`config.mk`:
```
export PLATFORM = sky130hd
export DESIGN_NAME = fixed_io_decoder
export DESIGN_NICKNAME = d
export VERILOG_FILES = /design/src/hdl/fixed_io_pkg.sv /design/src/hdl/fixed_io_decoder.sv /design/src/hdl/io_sync2.sv
export SDC_FILE = /design/constraint.sdc
export NUM_CORES = 1
export LEC_CHECK = 0
export BUFFER_PORTS_ARGS = -buffer_cell sky130_fd_sc_hd__buf_2
export CAP_MARGIN = 20
export CORE_MARGIN = 5
export CORE_UTILIZATION = 45
export CTS_CLUSTER_SIZE = 24
export DETAILED_ROUTE_END_ITERATION = 6
export PLACE_DENSITY = 0.84
export SETUP_SLACK_MARGIN = 0.4
export SYNTH_ARGS = -nofsm -noshare
export SYNTH_HDL_FRONTEND = slang
export SYNTH_HIERARCHICAL = 1
export SYNTH_SLANG_ARGS = --single-unit
```
`constraint.sdc`:
```
create_clock -name core_clk -period 2 [get_ports core_clk]
set_clock_uncertainty 0.2 [all_clocks]
set_input_delay 0.1 -clock core_clk [delete_from_list [all_inputs] [get_ports core_clk]]
set_output_delay 0.1 -clock core_clk [all_outputs]
set_load 0.005 [all_outputs]
```
`src/hdl/fixed_io_pkg.sv`:
```
/*
  Constants for the fixed legacy I/O decoder: address ranges, target
  codes and the reset values of its registers.
  Assumes a single 20 MHz core clock and an active-low asynchronous reset.
*/
package fixed_io_pkg;

   // ----------------------------------------------------------------
   // Widths
   // ----------------------------------------------------------------
   localparam int ADDR_W = 16;
   localparam int DATA_W = 32;

   // ----------------------------------------------------------------
   // Target encoding (one bit per target in tgt vector; a 70h write sets both RTC and NMI)
   // ----------------------------------------------------------------
   localparam int TGT_W = 10;
   localparam int T_PIC = 0;   // Interrupt controller
   localparam int T_TMR = 1;   // Timer
   localparam int T_NMI = 2;   // NMI control
   localparam int T_RTC = 3;   // Real-time clock
   localparam int T_RST = 4;   // Reset generator
   localparam int T_PM = 5;    // Power management
   localparam int T_SPI = 6;   // External enhanced SPI
   localparam int T_PCIE = 7;  // External PCIe
   localparam int T_RSV = 8;   // Reserved: handled locally
   localparam int T_TERM = 9;  // Not decoded: terminated

   // ----------------------------------------------------------------
   // Fixed addresses
   // ----------------------------------------------------------------
   localparam logic [15:0] A_NMI = 16'h0061;
   localparam logic [15:0] A_RTC_IDX = 16'h0070;
   localparam logic [15:0] A_RST92 = 16'h0092;
   localparam logic [15:0] A_RSTCF9 = 16'h0cf9;
   localparam logic [15:0] A_PIC_ELCR = 16'h04d0;
   localparam logic [15:0] A_GAME = 16'h0200;

   // ----------------------------------------------------------------
   // Reset values and all-ones read data
   // ----------------------------------------------------------------
   localparam logic [DATA_W-1:0] ALL_ONES = 32'hffffffff;
   localparam logic [DATA_W-1:0] DATA_RST = 32'h00000000;
   localparam logic [15:0] ADDR_RST = 16'h0000;

endpackage

```
`src/hdl/fixed_io_decoder.sv`:
```
/*
  Router for upstream fixed legacy I/O cycles: picks internal unit,
  external enhanced SPI or PCIe, completes reserved and unclaimed cycles.
  Assumes one request per cycle, held only for the valid cycle; answers
  appear one clock later. Enable bits are static configuration inputs.
*/
`timescale 1ns/100ps
module fixed_io_decoder (
   input wire logic core_clk,
   input wire logic rstn,
   input wire logic req_valid,
   input wire logic req_write,
   input wire logic [15:0] req_addr,
   input wire logic [3:0] req_be,
   input wire logic [31:0] req_wdata,
   input wire logic postcode_route_select,
   input wire logic nmi_port_alias_enable,
   input wire logic rtc_upper_bank_enable,
   input wire logic superio_primary_fwd_enable,
   input wire logic superio_secondary_fwd_enable,
   input wire logic keyboard_fwd_enable,
   input wire logic microcontroller_fwd_enable,
   input wire logic gameport_low_fwd_enable,
   input wire logic gameport_high_fwd_enable,
   input wire logic spi_disable_strap,
   input wire logic reserved_hit,
   output logic fwd_valid,
   output logic [9:0] fwd_target,
   output logic fwd_write,
   output logic [15:0] fwd_addr,
   output logic [3:0] fwd_be,
   output logic [31:0] fwd_wdata,
   output logic cpl_valid,
   output logic [31:0] cpl_rdata
);
   // Strap after synchronisation
   logic spi_dis_sync;
   // Combinational decode result
   logic [9:0] tgt_next;
   // Address after alias folding
   logic [15:0] addr_next;
   // External enhanced SPI allowed at all
   logic spi_ok;

   io_sync2 strap_sync (
      .core_clk(core_clk),
      .rstn(rstn),
      .pin_in(spi_disable_strap),
      .pin_sync(spi_dis_sync)
   );

   assign spi_ok = ~spi_dis_sync;

   // ----------------------------------------------------------------
   // Address decode
   // ----------------------------------------------------------------
   // fixed ranges only, no overlap check; reserved_hit comes from the
   // variable-range side and fixed decode wins over it
   always_comb begin
      tgt_next = '0;
      addr_next = req_addr;
      if (req_addr[15:8] == 8'h00) begin
         unique casez (req_addr[7:0])
            // interrupt controller pairs
            // Patterns kept disjoint so the unique check never sees two hits
            8'b001?_??0?, 8'b1010_??0?, 8'b1011_?00?, 8'b1011_?10?: begin
               tgt_next[fixed_io_pkg::T_PIC] = 1'b1;
            end
            8'h2e, 8'h2f: begin
               tgt_next[fixed_io_pkg::T_SPI] = superio_primary_fwd_enable & spi_ok;
            end
            8'h40, 8'h42, 8'h43, 8'h50, 8'h52, 8'h53: begin
               tgt_next[fixed_io_pkg::T_TMR] = 1'b1;
            end
            8'h4e, 8'h4f: begin
               tgt_next[fixed_io_pkg::T_SPI] = superio_secondary_fwd_enable & spi_ok;
            end
            8'h60, 8'h64: begin
               tgt_next[fixed_io_pkg::T_SPI] = keyboard_fwd_enable & spi_ok;
            end
            8'h62, 8'h66: begin
               tgt_next[fixed_io_pkg::T_SPI] = microcontroller_fwd_enable & spi_ok;
            end
            8'h61: begin
               tgt_next[fixed_io_pkg::T_NMI] = 1'b1;
            end
            8'h63, 8'h65, 8'h67: begin
               tgt_next[fixed_io_pkg::T_NMI] = nmi_port_alias_enable;
               addr_next = fixed_io_pkg::A_NMI;
            end
            8'h70: begin
               tgt_next[fixed_io_pkg::T_RTC] = 1'b1;
               tgt_next[fixed_io_pkg::T_NMI] = req_write;
            end
            8'h71, 8'h74, 8'h75: begin
               tgt_next[fixed_io_pkg::T_RTC] = 1'b1;
            end
            8'h72, 8'h73, 8'h76, 8'h77: begin
               tgt_next[fixed_io_pkg::T_RTC] = 1'b1;
               if (!rtc_upper_bank_enable) begin
                  addr_next = {req_addr[15:2], 2'b00} & 16'hfff1;
                  addr_next[0] = req_addr[0];
               end
            end
            // postcode group, any size starting at 80h
            8'h80, 8'h84, 8'h85, 8'h86, 8'h88, 8'h8c, 8'h8d, 8'h8e: begin
               tgt_next[fixed_io_pkg::T_PCIE] = postcode_route_select;
               tgt_next[fixed_io_pkg::T_SPI] = ~postcode_route_select & spi_ok;
            end
            8'h90, 8'h94, 8'h95, 8'h96, 8'h98, 8'h9c, 8'h9d, 8'h9e: begin
               tgt_next[fixed_io_pkg::T_SPI] = spi_ok;
               addr_next = req_addr & 16'hffef;
            end
            8'h92: begin
               tgt_next[fixed_io_pkg::T_RST] = 1'b1;
            end
            8'hb2, 8'hb3: begin
               tgt_next[fixed_io_pkg::T_PM] = 1'b1;
            end
            default: begin
            end
         endcase
      end else if (req_addr[15:3] == fixed_io_pkg::A_GAME[15:3]) begin
         tgt_next[fixed_io_pkg::T_SPI] = gameport_low_fwd_enable & spi_ok;
      end else if (req_addr[15:3] == fixed_io_pkg::A_GAME[15:3] + 13'h0001) begin
         tgt_next[fixed_io_pkg::T_SPI] = gameport_high_fwd_enable & spi_ok;
      end else if (req_addr[15:1] == fixed_io_pkg::A_PIC_ELCR[15:1]) begin
         tgt_next[fixed_io_pkg::T_PIC] = 1'b1;
      end else if (req_addr == fixed_io_pkg::A_RSTCF9) begin
         tgt_next[fixed_io_pkg::T_RST] = 1'b1;
      end
      if (tgt_next == '0 && reserved_hit) begin
         tgt_next[fixed_io_pkg::T_RSV] = 1'b1;
      end
      if (tgt_next == '0) begin
         tgt_next[fixed_io_pkg::T_TERM] = 1'b1;
      end
   end

   // ----------------------------------------------------------------
   // Forward path to sideband and external ports
   // ----------------------------------------------------------------
   // relay claimed cycles
   always_ff @(posedge core_clk or negedge rstn) begin
      if (!rstn) begin
         fwd_valid <= 1'b0;
         fwd_target <= '0;
         fwd_write <= 1'b0;
         fwd_addr <= fixed_io_pkg::ADDR_RST;
         fwd_be <= 4'h0;
         fwd_wdata <= fixed_io_pkg::DATA_RST;
      end else begin
         fwd_valid <= req_valid & ~tgt_next[fixed_io_pkg::T_RSV]
                      & ~tgt_next[fixed_io_pkg::T_TERM];
         fwd_target <= req_valid ? tgt_next : '0;
         fwd_write <= req_write;
         fwd_addr <= addr_next;
         fwd_be <= req_be;
         fwd_wdata <= req_wdata;
      end
   end

   // ----------------------------------------------------------------
   // Local completion of reserved and unclaimed cycles
   // ----------------------------------------------------------------
   // all ones on reads; writes dropped
   always_ff @(posedge core_clk or negedge rstn) begin
      if (!rstn) begin
         cpl_valid <= 1'b0;
         cpl_rdata <= fixed_io_pkg::DATA_RST;
      end else begin
         cpl_valid <= req_valid & (tgt_next[fixed_io_pkg::T_RSV]
                      | tgt_next[fixed_io_pkg::T_TERM]);
         cpl_rdata <= (req_valid & ~req_write & (tgt_next[fixed_io_pkg::T_RSV]
                      | tgt_next[fixed_io_pkg::T_TERM])) ? fixed_io_pkg::ALL_ONES
                      : fixed_io_pkg::DATA_RST;
      end
   end

   // ----------------------------------------------------------------
   // Checks
   // ----------------------------------------------------------------
   rsv_read_a: assert property (@(posedge core_clk) disable iff (!rstn)
      (req_valid && !req_write && tgt_next[fixed_io_pkg::T_RSV])
      |=> (cpl_valid && cpl_rdata == fixed_io_pkg::ALL_ONES && !fwd_valid))
      else $error("reserved read not all ones");
   term_a: assert property (@(posedge core_clk) disable iff (!rstn)
      (req_valid && tgt_next[fixed_io_pkg::T_TERM]) |=> (cpl_valid && !fwd_valid))
      else $error("unclaimed cycle not terminated");
   nmi_write_a: assert property (@(posedge core_clk) disable iff (!rstn)
      (req_valid && req_addr == fixed_io_pkg::A_RTC_IDX)
      |=> (fwd_target[fixed_io_pkg::T_RTC] && fwd_target[fixed_io_pkg::T_NMI] == $past(req_write)))
      else $error("index port split wrong");
   post_route_a: assert property (@(posedge core_clk) disable iff (!rstn)
      (req_valid && req_addr == 16'h0080 && postcode_route_select)
      |=> (fwd_valid && fwd_target[fixed_io_pkg::T_PCIE]))
      else $error("postcode not to PCIe");
   alias61_a: assert property (@(posedge core_clk) disable iff (!rstn)
      (req_valid && req_addr == 16'h0063 && !nmi_port_alias_enable) |=> cpl_valid)
      else $error("alias not terminated");
   strap_gate_a: assert property (@(posedge core_clk) disable iff (!rstn)
      spi_dis_sync |=> !fwd_target[fixed_io_pkg::T_SPI])
      else $error("SPI forwarded while disabled");
   rtc_alias_a: assert property (@(posedge core_clk) disable iff (!rstn)
      (req_valid && req_addr == 16'h0077 && !rtc_upper_bank_enable)
      |=> (fwd_addr == 16'h0071))
      else $error("RTC upper alias wrong");
   game_fwd_a: assert property (@(posedge core_clk) disable iff (!rstn)
      (req_valid && req_addr == 16'h0203 && !gameport_low_fwd_enable) |=> cpl_valid)
      else $error("gameport forwarded while off");
endmodule

```
`src/hdl/io_sync2.sv`:
```
/*
  Two-flop synchroniser for a strap pin that arrives from outside the
  core clock domain. Assumes the pin is quasi-static.
*/
`timescale 1ns/100ps
module io_sync2 (
   input wire logic core_clk,
   input wire logic rstn,
   input wire logic pin_in,
   output logic pin_sync
);
   // First stage, read only by the second
   logic meta_reg;

   // ----------------------------------------------------------------
   // Synchroniser chain
   // ----------------------------------------------------------------
   always_ff @(posedge core_clk or negedge rstn) begin
      if (!rstn) begin
         meta_reg <= 1'b0;
         pin_sync <= 1'b0;
      end else begin
         meta_reg <= pin_in;
         pin_sync <= meta_reg;
      end
   end
endmodule

```
==> impl_metrics.py, run 1 <==
metrics = {
    "status": {
        "run_status": "finished with violations",
        "violations": "hold timing",
    },
    "die": {
        "chipHeight_um": 85.90,
        "die-width_um": 85.90,
        "num_io_pins": 164,
        "effective_utilization_at_floorplan": 0.4679,
        "placement_rows": 27,
        "placeableCoreArea_um2": 5540,
        "die-area_um2": 7379,
    },
    "route": {
        "drt_pre_antenna_iters": 4,
        "drcViolationCount": 0,
        "via_per_inst": 4.849,
        "dr.first_iter.drc_count": 114,
        "ant_nets": 0,
        "routedWlPerCell_um": 19.27,
        "vias": 2255,
        "postRouteWirelength_um": 8960,
    },
    "critical_path": {
        "timing_worst_setup_path_type": "input pin to register",
        "reg2reg_from": "strap_sync/pin_sync",
        "worstSetupStartpointType": "input pin",
        "maximum_fanout_along_the_worst_path": 6,
        "worstPathRequired_ns": 2.07,
        "rr_endpoint": "fwd_valid",
        "worst-r2r-setup-slack_ns": 0.44,
        "setup.worst_path.end_class": "register",
        "arrival_time_worst_endpoint_ns": 1.67,
        "ff2ff_path_depth": 4,
    },
    "synth": {
        "synth_async_sr_flop_share": 1.000,
        "yosys_register_bits": 68,
        "synth.distinct_cells": 47,
        "synth_seq_area_share": 0.6564,
        "postSynthCellCount": 198,
        "postSynth.topFlopCell": "dfrtp_1",
        "edff_count_synth": 0,
        "syn-mean-instance-area_um2": 13.09,
        "synthesis.yosys.warnings": 6,
        "synth_area_um2": 2592,
        "syn_nets": 265,
    },
    "finish": {
        "final_cells": 465,
        "syn_to_final_growth_pct": 55.41,
        "final_nets": 454,
        "largest_register_ff_count": 32,
        "largest_register": "fwd_wdata",
        "layout_cell_share_with_drive_strength_beyond_1": 0.5128,
        "biggestRegsByFlops": "fwd_wdata: 32 flops, fwd_addr: 16 flops, fwd_target: 10 flops",
    },
    "sta": {
        "fin_tns_setup_ns": 0,
        "final_period_minus_worst_setup_slack_ns": 1.599,
        "smallest_hold_slack_ns": -0.2609,
        "timing.final.hold_violations": 2,
        "fmax_ghz": 0.6252,
        "final-setup-viol-count": 0,
        "worst_slew_pin_slew_ns": 0.4957,
        "rsz_0062_raised_after_global_routing": "yes",
        "finalMaxSlewViolations": 0,
        "post-route-period-util": 0.7997,
        "slew_headroom": 0.6695,
    },
    "clocking": {
        "clk_root_buffer_cell": "clkbuf_8",
        "postCtsSetupRepairBufs": 0,
        "tritoncts.num_buffers": 9,
        "cts_hold_buf": 61,
        "cts_max_level": 3,
        "tritoncts": "yes",
        "clkSinkCount": 68,
        "max-clock-path-buffers": 2,
        "worst_skew_pair.late_latency_ns": 0.34,
        "cts.clk_slew.worst_paths_ns": 0.07,
    },
    "global_route": {
        "initial_antenna_violation_count": 1,
        "grt_usage": 0.2491,
        "global_route.overflow_total": 0,
        "grt_max_degree": 33,
        "grt_pass1_wl_um": 13540,
        "grt_pass1_vias": 2448,
    },
    "power_and_ir_drop": {
        "ir_worst_vdd_mv": 0.6699,
        "static-leakage-power_nw": 2.063,
        "power.density_nw_per_um2": 714.8,
    },
    "hold_path": {
        "min-delay-path-class": "input pin to register",
        "min_from": "req_addr[7]",
        "hold_depth": 1,
        "worst_hold_path.endpoint": "fwd_addr[7]",
    },
    "placed_design": {
        "placed_cells_incl_taps": 387,
        "io_buffers": 163,
        "gp_congestion": 0.8231,
        "place_hpwl_um": 5253,
    },
    "job": {
        "max-cap-violations": 0,
    },
}
per-layer routing:
layer,vias to the layer above,GRT usage,part of all wire
li1,1011,-,-
met1,1099,0.2552,0.34
met2,126,0.4793,0.57
met3,19,0.06436,0.069
met4,0,0.09065,0.021
met5,-,0,0
synth_stat cells, types with 2 or more instances:
master    number  area share
a21oi_1        2      0.0039
buf_4         32       0.093
clkbuf_1      12       0.017
clkbuf_8       2       0.011
dfrtp_1       68        0.66
inv_1          3      0.0043
mux2i_1        2      0.0077
nand2_1        4      0.0058
nand3_1        8       0.015
nand3b_1       2      0.0058
nor2_1        12       0.017
nor3_1         5      0.0097
nor4_1         3      0.0072
nor4b_1        2      0.0068
o21a_1         2      0.0058
o21ai_0        3      0.0058
o21ai_2        2      0.0068
o31a_1         3       0.010
or4_1          3      0.0087
stage by stage:
step	hold WS, ns	instance area (um2)	util	power, W	setup slack (ns)
after floorplan	-0.3956	2605	-	0.001607	0.4021
after global placement	-0.1221	3201	0.5777	0.001750	0.1975
after detailed placement	-0.1090	3201	0.5777	0.001761	0.1275
after CTS	-0.2730	3989	0.7200	0.002852	0.4057
after global routing	-0.2709	4029	0.7272	0.002991	0.3778
final	-0.2609	4029	0.7272	0.002880	0.4005
worst max-delay path: stages:
cell     delay, ns
buf_2         0.14
or4_1         0.53
o21ai_1       0.14
and4_2        0.25
o31a_1        0.32
o31a_1        0.19
where the power goes:
part           total, W  switching, W  internal (W)
Clock           0.00103      0.000545      0.000481
Sequential      0.00146     0.0000262       0.00143
Combinational  0.000394      0.000182      0.000212
Total           0.00288      0.000753       0.00213
placed cells by master, fill, tap and decap left out, types with 2 or more instances in the layout:
cell              n
dfrtp_1          67
o21ai_2           2
nand3b_1          2
nand2_1           4
o31a_1            3
buf_4             3
o21ai_0           3
dlygate4sd3_1    57
buf_2           162
nor4_1            2
o21a_1            2
mux2i_1           2
a21oi_1           2
or4_1             3
dlymetal6s4s_1    4
nand3_1           7
clkinv_2          3
nand3_2           2
inv_1             3
clkinvlp_4        2
nor4b_1           2
clkbuf_8         10
nor3_1            4
nor2_1           12
worst max path at each step:
stage	from	end	slack, ns	cells past startpoint
after floorplan	req_addr[1]	fwd_valid	0.40	6
after global routing	req_addr[7]	fwd_valid	0.38	6
after CTS	req_addr[1]	fwd_target[9]	0.41	6
after detailed placement	req_addr[12]	fwd_target[9]	0.13	6
final	req_addr[7]	fwd_valid	0.40	6
after global placement	req_addr[12]	fwd_valid	0.20	6
cell families (layout without fill, tap and decap cells):
family                 Yosys count  after routing  share of synthesized area
DFF                             68             68                     0.6564
and+or+nand+nor                 57             57                     0.1429
muxes                            2              2                   0.007722
AOI/OAI and AO/OA               19             19                    0.06033
other                            0              1                          0
buffers and inverters           52            246                     0.1327
final cells by class:
cell class	count	area, um2
multi-input combinational	78	584.3
antenna	1	2.502
timing repair buffer	227	1461
clock buffer	10	137.6
fill	353	1511
clock inverter	6	38.79
sequential	68	1703
inverter	3	11.26
tap	72	90.09
timing repair:
item	4_1_cts	5_1_grt
endpoints found under the setup margin	32	6
endpoints found under the hold margin	110	2
gates resized for setup	1	9
pin swaps	0	2
Power figures use the tool's default switching activity.
==> run 2, diff against run 1 <==
CORE_UTILIZATION = 38   (was 45)
PLACE_DENSITY = 0.76   (was 0.84)
clock period = 1.3 ns   (was 2 ns; I/O delays follow)
==> impl_metrics.py, run 2 (synthesis gave the netlist of run 1 again) <==
metrics = {
    "placed_design": {
        "place_hpwl_um": 5144,
        "placement.cell_area_um2": 3491,
        "placed_cells_incl_taps": 425,
        "io_buffers": 163,
        "gp_congestion": 0.8086,
    },
    "clocking": {
        "cts.clk_slew.worst_paths_ns": 0.07,
        "clkSinkCount": 68,
        "max-clock-path-buffers": 2,
        "tritoncts": "yes",
        "clk_root_buffer_cell": "clkbuf_8",
        "cts_max_level": 3,
        "tritoncts.num_buffers": 9,
        "worst_skew_pair.late_latency_ns": 0.34,
    },
    "critical_path": {
        "worst-r2r-setup-slack_ns": -0.14,
        "crit_chain": "nor3_2, and4_4, o31a_1, and2_1",
        "path_depth": 4,
        "timing_worst_setup_path_type": "register to register",
        "rr_endpoint": "fwd_target[6]",
        "worstPathRequired_ns": 1.38,
        "maximum_fanout_along_the_worst_path": 6,
        "reg2reg_from": "strap_sync/pin_sync",
        "worstSetupStartpointType": "register",
        "timing.critical_path.slowest_stage_cell": "dfrtp_1",
        "critical_path.max_stage_delay_ns": 0.37,
        "critical_path_buf_inv_count": 0,
        "worstSetupStartpoint": "strap_sync/pin_sync",
        "ff2ff_path_depth": 4,
        "setup.worst_path.end_class": "register",
        "critPathTopFamily": "simple AND/OR/NAND/NOR gates",
        "arrival_time_worst_endpoint_ns": 1.52,
        "endpoint_of_the_most_critical_setup_path": "fwd_target[6]",
    },
    "sta": {
        "final_period_minus_worst_setup_slack_ns": 1.442,
        "fmax_ghz": 0.6933,
        "finalMaxSlewViolations": 0,
        "slew_headroom": 0.7723,
        "fin_worst_setup_slack_ns": -0.1424,
        "fin_tns_setup_ns": -4.286,
        "post-route-period-util": 1.110,
        "timing.final.hold_violations": 18,
        "smallest_hold_slack_ns": -0.3607,
        "final-setup-viol-count": 39,
        "worst_slew_pin_slew_ns": 0.3380,
        "rsz_0062_raised_after_global_routing": "yes",
    },
    "finish": {
        "multiInputGateArea_um2": 705.7,
        "final_cells": 501,
        "area.sequential_um2": 1705,
        "final_nets": 483,
        "biggestRegsByFlops": "fwd_wdata: 32 flops, fwd_addr: 16 flops, fwd_target: 10 flops",
        "layout.cells.most_common_list": "buf_2, dfrtp_1, dlygate4sd3_1, buf_6, buf_4",
        "syn_to_final_growth_pct": 83.54,
        "finish.instance_area_um2": 4758,
        "layout_cell_share_with_drive_strength_beyond_1": 0.6081,
        "fill_cells": 458,
        "largest_register_ff_count": 32,
        "antenna-diode-count": 0,
        "post-route-util": 0.7082,
        "largest_register": "fwd_wdata",
        "mostFrequentLayoutCell": "buf_2",
    },
    "job": {
        "max-cap-violations": 0,
    },
    "power_and_ir_drop": {
        "post-layout-total-power_w": 0.004973,
        "clock_power_share": 0.392,
        "p_int_w": 0.003820,
        "static-leakage-power_nw": 2.323,
        "switching_share": 0.2318,
        "share_comb_of_total_power": 0.159,
        "ir_worst_vdd_mv": 0.6597,
        "proportion_of_power_drawn_by_flip_flops_and_latches": 0.450,
        "power.density_nw_per_um2": 1045,
        "p_sw_w": 0.001153,
    },
    "route": {
        "vias": 2263,
        "via_per_inst": 4.517,
        "dr.first_iter.drc_count": 41,
        "drcViolationCount": 0,
        "ant_nets": 0,
        "routedWlPerCell_um": 16.52,
        "drt_pre_antenna_iters": 4,
        "postRouteWirelength_um": 8276,
    },
    "die": {
        "placeableCoreArea_um2": 6719,
        "effective_utilization_at_floorplan": 0.3858,
        "die-width_um": 92.60,
        "placement_rows": 30,
        "die-area_um2": 8574,
        "chipHeight_um": 92.60,
        "num_io_pins": 164,
    },
    "global_route": {
        "global_route.overflow_total": 0,
        "grt_usage": 0.1836,
        "grt_max_degree": 69,
        "grt_pass1_vias": 2429,
        "grt_pass1_wl_um": 11980,
        "initial_antenna_violation_count": 0,
    },
    "status": {
        "violations": "hold timing, setup timing",
        "run_status": "finished with violations",
    },
    "hold_path": {
        "min-delay-path-class": "input pin to register",
    },
}
==> run 2: cell types whose count changed in the layout (fill, tap and decap cells not counted), sizes merged, moves of 2 or more <==
cell,delta
bufinv,+2
buf,+39
dlygate4sd3,-6
clkinv,-3
dlymetal6s4s,-4
==> run 2: final cells by class <==
cell class                 count  area share
timing repair buffer         256      0.4226
sequential                    68      0.3584
multi-input combinational     78      0.1483
clock buffer                  11     0.02971
tap                           80     0.02104
clock inverter                 5     0.01762
inverter                       3    0.002367
==> run 2: power by group through the flow <==
stage	sequential (W)	combinational (W)	clock (W)
floorplan	0.00231	0.000219	0
global placement	0.00228	0.000491	0
detailed placement	0.00228	0.000503	0
CTS	0.00223	0.000687	0.00199
global route	0.00224	0.000850	0.00208
finish	0.00224	0.000788	0.00195
==> run 2: what timing repair did <==
action                                  in CTS  in global routing
gates cloned                                 1                  1
pin swaps                                   15                  8
setup buffers                                6                  0
endpoints found under the hold margin      135                 20
gates resized for setup                     44                 53
endpoints found under the setup margin     113                114
hold buffers                                50                  2
==> run 2: metal layers <==
layer,share of wire,track usage,vias up,wire [um]
met4,0.017,0.07426,0,141
met3,0.071,0.04874,13,586
met1,0.34,0.1813,1086,2825
met5,0,0,-,0
li1,-,-,1071,-
met2,0.57,0.3571,93,4723
==> run 2: worst min-delay path by stage <==
stage                       from       endpoint  slack [ns]  cells after the start
floorplan                   rstn      cpl_valid       -0.43                      0
finish              req_addr[13]   fwd_addr[13]       -0.36                      1
CTS                 req_addr[13]   fwd_addr[13]       -0.38                      1
global placement            rstn    fwd_addr[3]        -0.1                      2
global route        req_addr[12]   fwd_addr[12]       -0.38                      1
detailed placement          rstn  fwd_wdata[16]       -0.09                      2
==> run 2: per-stage QoR <==
step | hold WS (ns) | setup slack [ns]
after detailed placement | -0.08842 | -0.4786
after CTS | -0.3767 | -0.1410
after global routing | -0.3757 | -0.1760
after floorplan | -0.4306 | -0.2136
after global placement | -0.09673 | -0.4335
final | -0.3607 | -0.1424
